## src/rtl/adc_regs.svh

```systemverilog
`ifndef ADC_REGS_SVH
`define ADC_REGS_SVH

`define CONTROL_ADDR 8'h1f
`define PORT_CFG_ADDR 8'h9f
`define PORT_ADDR 8'h05
`define RESULT_ADDR 8'h1e
`define FLAG_ADDR 8'h0c

`define CONTROL_RESET 8'h00
`define PORT_CFG_RESET 3'h0
`define RESULT_RESET 8'h00

`define CLKSEL_MSB 7
`define CLKSEL_LSB 6
`define RSVD_HI_BIT 5
`define CHAN_MSB 4
`define CHAN_LSB 3
`define GO_BIT 2
`define RSVD_LO_BIT 1
`define POWER_BIT 0
`define FLAG_BIT 0

// half a conversion-clock period in core clocks (tosc = one core clock)
`define HALF_DIV2 6'h01
`define HALF_DIV8 6'h04
`define HALF_DIV32 6'h10
// 9.5 conversion-clock periods, counted in halves
`define CONV_HALVES 5'h13
// 2 conversion-clock periods, counted in halves
`define HOLDOFF_HALVES 5'h04
// one instruction cycle is four oscillator periods
`define INSTR_CLKS 3'h4

`endif

```

## src/rtl/adc_pkg.sv

```systemverilog
package adc_pkg;
	typedef enum logic [1:0] {CLK_DIV2, CLK_DIV8, CLK_DIV32, CLK_RC} conv_clock_t;
	typedef enum logic [1:0] {ST_IDLE, ST_RC_WAIT, ST_CONVERT, ST_HOLDOFF} conv_state_t;
endpackage

```

## src/rtl/sar_if.sv

```systemverilog
`timescale 1ns/1ps
interface sar_if;
	logic start;
	logic step;
	logic cmp_above;
	logic [7:0] code;
	modport ctrl (output start, output step, output cmp_above, input code);
	modport engine (input start, input step, input cmp_above, output code);
endinterface

```

## src/rtl/sar_engine.sv

```systemverilog
`timescale 1ns/1ps
module sar_engine (
	input wire logic core_clk,
	input wire logic rst,
	sar_if.engine sar
);
	logic [7:0] trial_bit;
	wire [7:0] drop_mask = trial_bit & {8{~sar.cmp_above}};

	// one trial per step, msb first; code holds the final answer after 8 steps
	always_ff @(posedge core_clk or posedge rst) begin
		if (rst) begin
			sar.code <= 8'h00;
			trial_bit <= 8'h00;
		end else if (sar.start) begin
			sar.code <= 8'h80;
			trial_bit <= 8'h80;
		end else if (sar.step && trial_bit != 8'h00) begin
			sar.code <= (sar.code & ~drop_mask) | (trial_bit >> 1);
			trial_bit <= trial_bit >> 1;
		end
	end
endmodule

```

## src/rtl/adc_conversion_control.sv

```systemverilog
// Strobed register access is this design's own decision.
`timescale 1ns/1ps
`include "adc_regs.svh"
// Operation
// - clock select: osc/2, /8, /32, rc
// - channel field routes pins 0,1,2,4
// - go bit starts conversion, reads busy
// - hardware clears go at completion
// - power bit off shuts converter down
// - completion loads result, clears go, flags
// - port config sets analog pins, reference
// - port config resets to all analog
// - analog pins read zero in port
// - eight-bit successive approximation, selectable reference
// - two period holdoff after conversion
// - converter may run during sleep
// - upper port config bits read zero
// - clearing go aborts, result kept
// - conversion lasts nine and half periods
// - rc waits instruction; sleep wake or off
// - sleep on non-rc clock aborts, powers off
module adc_conversion_control
	import adc_pkg::*;
(
	input wire logic core_clk,
	input wire logic rst,
	input wire logic [7:0] reg_addr,
	input wire logic [7:0] reg_wdata,
	input wire logic reg_wr,
	input wire logic reg_rd,
	output logic [7:0] reg_rdata,
	input wire logic [7:0] port_pins,
	input wire logic rc_half_tick,
	input wire logic cmp_above,
	input wire logic sleep_mode,
	input wire logic conversion_done_enable,
	output logic [7:0] dac_code,
	output logic [5:0] sample_route,
	output logic [5:0] analog_pin_mask,
	output logic vref_external,
	output logic converter_on,
	output logic conversion_done_flag,
	output logic wake_request
);
	sar_if sar ();

	logic [1:0] conv_clock_select;
	logic [1:0] channel_select;
	logic go;
	logic converter_power_on;
	logic [1:0] rsvd_bits;
	logic [2:0] port_analog_config_field;
	logic [7:0] conversion_result;
	logic sleep_off;
	conv_state_t state;
	logic [4:0] half_cnt;
	logic [5:0] div_cnt;
	logic [2:0] wait_cnt;
	logic done_q;

	sar_engine engine (
		.core_clk(core_clk),
		.rst(rst),
		.sar(sar)
	);

	////////////////////////////////////////////////////////////////////////
	// decode

	wire wr_ctrl = reg_wr && reg_addr == `CONTROL_ADDR;
	wire wr_cfg = reg_wr && reg_addr == `PORT_CFG_ADDR;
	wire wr_result = reg_wr && reg_addr == `RESULT_ADDR;
	wire wr_flag = reg_wr && reg_addr == `FLAG_ADDR;
	wire rc_sel = conv_clock_select == CLK_RC;
	wire busy = state == ST_RC_WAIT || state == ST_CONVERT;
	wire running = state == ST_CONVERT || state == ST_HOLDOFF;
	wire sleep_kill = sleep_mode && !rc_sel && converter_power_on;
	wire sw_abort = wr_ctrl && (!reg_wdata[`GO_BIT] || !reg_wdata[`POWER_BIT]);
	wire abort_evt = busy && (sw_abort || sleep_kill);
	wire start_req = wr_ctrl && reg_wdata[`GO_BIT] && reg_wdata[`POWER_BIT]
		&& converter_power_on && !sleep_off && state == ST_IDLE;

	////////////////////////////////////////////////////////////////////////
	// conversion clock

	wire [5:0] half_limit = conv_clock_select == CLK_DIV2 ? `HALF_DIV2 :
		conv_clock_select == CLK_DIV8 ? `HALF_DIV8 : `HALF_DIV32;
	wire div_wrap = div_cnt == half_limit - 6'h01;
	wire half_tick = running && (rc_sel ? rc_half_tick : div_wrap);

	always_ff @(posedge core_clk or posedge rst) begin
		if (rst) begin
			div_cnt <= 6'h00;
		end else if (!running || div_wrap) begin
			div_cnt <= 6'h00;
		end else begin
			div_cnt <= div_cnt + 6'h01;
		end
	end

	////////////////////////////////////////////////////////////////////////
	// sequencer

	wire conv_end = state == ST_CONVERT && half_tick && half_cnt == `CONV_HALVES - 5'h01;
	wire hold_end = state == ST_HOLDOFF && half_tick
		&& half_cnt == `HOLDOFF_HALVES - 5'h01;
	wire rc_wait_end = state == ST_RC_WAIT && wait_cnt == `INSTR_CLKS - 3'h1;

	assign sar.start = (start_req && !rc_sel) || rc_wait_end;
	// one trial on each odd half from 1 to 15
	assign sar.step = state == ST_CONVERT && half_tick && half_cnt[0]
		&& half_cnt < 5'h10;
	assign sar.cmp_above = cmp_above;

	always_ff @(posedge core_clk or posedge rst) begin
		if (rst) begin
			state <= ST_IDLE;
		end else begin
			case (state)
				ST_IDLE: begin
					if (start_req) begin
						state <= rc_sel ? ST_RC_WAIT : ST_CONVERT;
					end
				end
				ST_RC_WAIT: begin
					if (abort_evt) begin
						state <= ST_HOLDOFF;
					end else if (rc_wait_end) begin
						state <= ST_CONVERT;
					end
				end
				ST_CONVERT: begin
					if (abort_evt || conv_end) begin
						state <= ST_HOLDOFF;
					end
				end
				ST_HOLDOFF: begin
					if (hold_end) begin
						state <= ST_IDLE;
					end
				end
				default: state <= ST_IDLE;
			endcase
		end
	end

	always_ff @(posedge core_clk or posedge rst) begin
		if (rst) begin
			half_cnt <= 5'h00;
		end else if (sar.start || abort_evt || conv_end || hold_end) begin
			half_cnt <= 5'h00;
		end else if (half_tick) begin
			half_cnt <= half_cnt + 5'h01;
		end
	end

	always_ff @(posedge core_clk or posedge rst) begin
		if (rst) begin
			wait_cnt <= 3'h0;
		end else if (state == ST_RC_WAIT) begin
			wait_cnt <= wait_cnt + 3'h1;
		end else begin
			wait_cnt <= 3'h0;
		end
	end

	// completion registered before updates; abort in last half cancels it
	always_ff @(posedge core_clk or posedge rst) begin
		if (rst) begin
			done_q <= 1'b0;
		end else begin
			done_q <= conv_end && !abort_evt;
		end
	end

	////////////////////////////////////////////////////////////////////////
	// registers

	always_ff @(posedge core_clk or posedge rst) begin
		if (rst) begin
			conv_clock_select <= 2'(`CONTROL_RESET >> `CLKSEL_LSB);
			channel_select <= 2'h0;
			converter_power_on <= 1'b0;
			rsvd_bits <= 2'h0;
		end else if (wr_ctrl) begin
			conv_clock_select <= reg_wdata[`CLKSEL_MSB:`CLKSEL_LSB];
			channel_select <= reg_wdata[`CHAN_MSB:`CHAN_LSB];
			converter_power_on <= reg_wdata[`POWER_BIT];
			rsvd_bits <= {reg_wdata[`RSVD_HI_BIT], reg_wdata[`RSVD_LO_BIT]};
		end
	end

	// hardware clears go at completion; same event
	always_ff @(posedge core_clk or posedge rst) begin
		if (rst) begin
			go <= 1'b0;
		end else if (done_q || abort_evt) begin
			go <= 1'b0;
		end else if (start_req) begin
			go <= 1'b1;
		end else if (wr_ctrl && !busy) begin
			go <= 1'b0;
		end
	end

	// all analog after reset; only three bits stored
	always_ff @(posedge core_clk or posedge rst) begin
		if (rst) begin
			port_analog_config_field <= `PORT_CFG_RESET;
		end else if (wr_cfg) begin
			port_analog_config_field <= reg_wdata[2:0];
		end
	end

	// load result; an abort never reaches this load
	always_ff @(posedge core_clk or posedge rst) begin
		if (rst) begin
			conversion_result <= `RESULT_RESET;
		end else if (done_q) begin
			conversion_result <= sar.code;
		end else if (wr_result) begin
			conversion_result <= reg_wdata;
		end
	end

	// flag set wins over a software clear
	always_ff @(posedge core_clk or posedge rst) begin
		if (rst) begin
			conversion_done_flag <= 1'b0;
		end else if (done_q) begin
			conversion_done_flag <= 1'b1;
		end else if (wr_flag) begin
			conversion_done_flag <= reg_wdata[`FLAG_BIT];
		end
	end

	// no wake enabled: power down in sleep, power bit stays
	always_ff @(posedge core_clk or posedge rst) begin
		if (rst) begin
			sleep_off <= 1'b0;
		end else if (!sleep_mode) begin
			sleep_off <= 1'b0;
		end else if (sleep_kill || (done_q && !conversion_done_enable)) begin
			sleep_off <= 1'b1;
		end
	end

	////////////////////////////////////////////////////////////////////////
	// outputs and read port

	// power bit gates the analog section
	assign converter_on = converter_power_on && !sleep_off;
	assign wake_request = conversion_done_flag && conversion_done_enable && sleep_mode;
	assign dac_code = sar.code;

	// analog pin map per configuration code
	wire [2:0] pcf = port_analog_config_field;
	assign analog_pin_mask = pcf[2:1] == 2'h0 ? 6'h17 :
		pcf[2:1] == 2'h1 ? 6'h07 :
		pcf[2:1] == 2'h2 ? 6'h03 :
		pcf == 3'h6 ? 6'h01 : 6'h00;
	// odd codes below seven use pin 1 as reference
	assign vref_external = pcf[0] && pcf != 3'h7;

	// channel three maps to pin 4; switch open while busy
	wire [2:0] route_pin = channel_select == 2'h3 ? 3'h4 : {1'b0, channel_select};
	wire acquiring = converter_on && !running && state != ST_RC_WAIT;
	assign sample_route = acquiring ? 6'h01 << route_pin : 6'h00;

	wire [7:0] ctrl_read = {conv_clock_select, rsvd_bits[1], channel_select, go,
		rsvd_bits[0], converter_power_on};
	wire [7:0] port_read = {port_pins[7:6], port_pins[5:0] & ~analog_pin_mask};
	wire [7:0] read_mux = reg_addr == `CONTROL_ADDR ? ctrl_read :
		reg_addr == `PORT_CFG_ADDR ? {5'h00, pcf} :
		reg_addr == `PORT_ADDR ? port_read :
		reg_addr == `RESULT_ADDR ? conversion_result :
		reg_addr == `FLAG_ADDR ? {7'h00, conversion_done_flag} : 8'h00;

	always_ff @(posedge core_clk or posedge rst) begin
		if (rst) begin
			reg_rdata <= 8'h00;
		end else begin
			reg_rdata <= reg_rd ? read_mux : 8'h00;
		end
	end
endmodule

```

## config.mk

```make
export PLATFORM = sky130hd
export DESIGN_NAME = adc_conversion_control
export DESIGN_NICKNAME = d
export VERILOG_FILES = /design/src/rtl/adc_pkg.sv /design/src/rtl/sar_if.sv /design/src/rtl/sar_engine.sv /design/src/rtl/adc_conversion_control.sv
export VERILOG_INCLUDE_DIRS = /design/src /design/src/rtl
export SDC_FILE = /design/constraint.sdc
export NUM_CORES = 1
export LEC_CHECK = 0
export BUFFER_PORTS_ARGS = -buffer_cell sky130_fd_sc_hd__buf_2
export CORE_MARGIN = 2
export CORE_UTILIZATION = 55
export CTS_BUF_LIST = sky130_fd_sc_hd__clkbuf_4 sky130_fd_sc_hd__clkbuf_8 sky130_fd_sc_hd__clkbuf_16
export DETAILED_ROUTE_END_ITERATION = 8
export PLACE_DENSITY = 0.8
export SYNTH_ARGS = -nofsm -noshare
export SYNTH_HDL_FRONTEND = slang
export SYNTH_HIERARCHICAL = 1
export SYNTH_SLANG_ARGS = --single-unit
```

## constraint.sdc

```tcl
create_clock -name core_clk -period 3.13 [get_ports core_clk]
set_clock_uncertainty 0.15 [all_clocks]
set_input_delay 0.313 -clock core_clk [delete_from_list [all_inputs] [get_ports core_clk]]
set_output_delay 0.313 -clock core_clk [all_outputs]
set_load 0.01 [all_outputs]
```

==> run summary <==
Status: complete, no violations
CTS Sinks: 62
CTS tree: built
Reg power frac: 43.6%
CP max FO: 10
Top cell type's share of synthesized area: 47.2%
Vias in the first global route: 2677
Global-route wire length before repair: 12300 um
Total power: 2.73 mW
Total Neg Setup Slack: 0 ns
Cell with the most instances after synthesis: dfrtp_1
Routed wire length: 7470 um
Switching Fraction: 35.6%
Drt initial violations: 237
Clock buffer depth: 2
I/O Pins: 64
Layout cells sized above 1: 26.1%
Yosys reg bits: 62
Number of diodes: 0
Synth area leaders: dfrtp_1 (47%), mux2i_1 (4.6%), nor2_1 (3.9%)
Routed len/inst: 15.9 um
Setup violators final: 0
GRT Overall Usage: 24.8%
First drt pass iteration count: 6
Initial antenna violation count: 0
WS Path Type: reg -> reg
Clock Power Share: 25.1%
P_int: 1.76 mW
Max VDD drop: 465 uV
Sequential area share after synthesis: 47.2%
Clk_lat worst skew: 0.34 ns
Non-filler cells in the finished layout: 470
Synth async-reset ratio: 100%
Comb pwr share: 31.3%
I/O Buffers: 59
DRC Markers: 0
Cell count after placement: 453
Largest net degree at the start of global routing: 47
Die height: 81.3 um
Initial Utilization: 56.2%
GPL Wtd Cong: 0.925
Design area: 3860 sq um
Rows: 28
Endpoint type of the worst setup path: flop
Min Tclk post-route: 2.65 ns
Yosys cell types: 56
Max_cap viols: 0
CP required: 3.20 ns
Yosys warns: 6
Startpoint types: flop
Die width: 81.3 um
Pre-CTS setup slack: 0.478 ns
ANT nets after route: 0
Cells after Synth: 324
Psw: 0.973 mW
Hold Crit Class: in -> reg
Top_reg_cell synth: dfrtp_1
Placed cell areas: 3660 sq um
Clk pin slew, worst setup/hold paths: 0.07 ns
LEAKAGE: 1.88 nW
Drt via density: 5.77
EDFF count, synth: 0
Nets: 432
CORE AREA: 5850 sq um
Area Growth Syn to Fin: 17.3%
Cell taking the most area after synthesis: dfrtp_1
Final hold violations: 0
Pwr/cell area: 708 nW/um^2
Final Cycle Share: 84.8%
Hpwl dp: 5530 um
Max-slew violation count: 0
Clk root buf: clkbuf_8
CTS buffer count: 9
Fmax achieved: 377 MHz
H-Tree Level Count: 3
Vias: 2712
Syn Std Cell Area: 3290 sq um
Slew headroom: 36.6%
Commonest cells post-synth: dfrtp_1 (62), nor2_1 (34), nand2_1 (26)
Post-CTS Setup Bufs: 0
RSZ-0062 raised after global routing: false
Die ar.: 6620 sq um
Avg Cell Area, Syn: 10.2 sq um
Worst-margin pin slew: 0.950 ns
Worst setup slack after layout: 0.475 ns
GR Overflow Total: 0
Worst path arrival time: 2.72 ns
-- power by group through the flow --
stage | combinational, mW | clock, mW | sequential (mW)
floorplan | 0.625 | 0 | 1.16
global route | 0.963 | 0.730 | 1.22
global placement | 0.816 | 0 | 1.19
detailed placement | 0.855 | 0 | 1.20
CTS | 0.860 | 0.693 | 1.19
finish | 0.855 | 0.685 | 1.19
-- final timing paths --
kind                                         to  cells after the start  slack, ns                  from
max                          engine/sar.code[7]                      8       0.48  conv_clock_select[0]
min in group asynchronous    engine/sar.code[5]                      3       0.45                   rst
max reg2reg                  engine/sar.code[7]                      8       0.48  conv_clock_select[0]
min                                rsvd_bits[1]                      2       0.07          reg_wdata[5]
max in group asynchronous  conversion_result[7]                      3       1.64                   rst
min reg2reg                         wait_cnt[0]                      1       0.29           wait_cnt[0]
-- cell families (layout without fill, tap and decap cells) --
group | count (synthesis) | count (layout) | synth area share [%]
fa+ha+maj | 10 | 10 | 3.80
xor+xnor | 8 | 8 | 2.13
flops | 62 | 62 | 47.2
other cells | 1 | 4 | 0.114
simple gates | 135 | 135 | 21.9
compound gates | 56 | 56 | 12.8
buf+inv | 26 | 94 | 3.73
mux | 26 | 26 | 8.33
-- stage by stage --
stage | util [%] | hold WS, ns
5_1_grt | 66.0 | 0.0591
4_1_cts | 66.0 | 0.0632
2_1_floorplan | - | 0.0767
3_5_place_dp | 62.6 | 0.275
3_3_place_gp | 62.6 | 0.266
6_report | 66.0 | 0.0710
-- area by class of cell --
class                           count  area [sq um]
Fill cell                         476          1990
Inverter                           13          48.8
Sequential cell                    62          1550
Clock buffer                       11           139
Timing Repair Buffer               65           343
Clock inverter                      5          50.0
Tap cell                           75          93.8
Multi-Input combinational cell    239          1630
-- sequential cells by signal, summed over array words and instances, names as in the netlist, 3 cells and up --
register	flops
div_cnt	6
wait_cnt	3
pcf	3
engine/sar.code	8
half_cnt	5
reg_rdata	8
conversion_result	8
engine/trial_bit	8
-- critical path, stage by stage, from the launching register on --
cell	delay, ns
dfrtp_1	0.48
or4b_1	0.54
o21a_1	0.23
and2_1	0.18
nor4_2	0.38
buf_4	0.27
nand2_1	0.08
o21ai_0	0.15
nand2b_1	0.07
-- cell usage in the layout (no fill, tap or decap), types with 6 or more instances in the layout --
| cell type | netlist | routed |
|---|---|---|
| dfrtp_1 | 62 | 62 |
| o21ai_0 | 14 | 13 |
| a211oi_1 | 10 | 10 |
| nor3_1 | 8 | 8 |
| nor2_1 | 34 | 34 |
| nor2b_1 | 12 | 12 |
| a222oi_1 | 6 | 6 |
| clkbuf_8 | 0 | 9 |
| buf_2 | 2 | 59 |
| inv_1 | 13 | 12 |
| mux2_2 | 10 | 10 |
| mux2i_1 | 15 | 15 |
| nand2b_1 | 7 | 7 |
| ha_1 | 10 | 10 |
| and3_1 | 10 | 10 |
| nand3_1 | 10 | 10 |
| nand2_1 | 26 | 26 |
-- routing by layer --
layer	track usage [%]	part of all wire, %	routed length [um]	vias up
li1	-	-	-	1286
met5	0	0	0	-
met3	6.00	6.0	447	13
met1	30.6	43	3210	1325
met2	42.4	50	3700	88
met4	8.64	1.5	110	0
-- what timing repair did --
| item | CTS | global route |
|---|---|---|
| resized for setup | 0 | 0 |
| endpoints found under the hold margin | 16 | 0 |
| hold buffers | 1 | 0 |
Power figures use the tool's default switching activity.
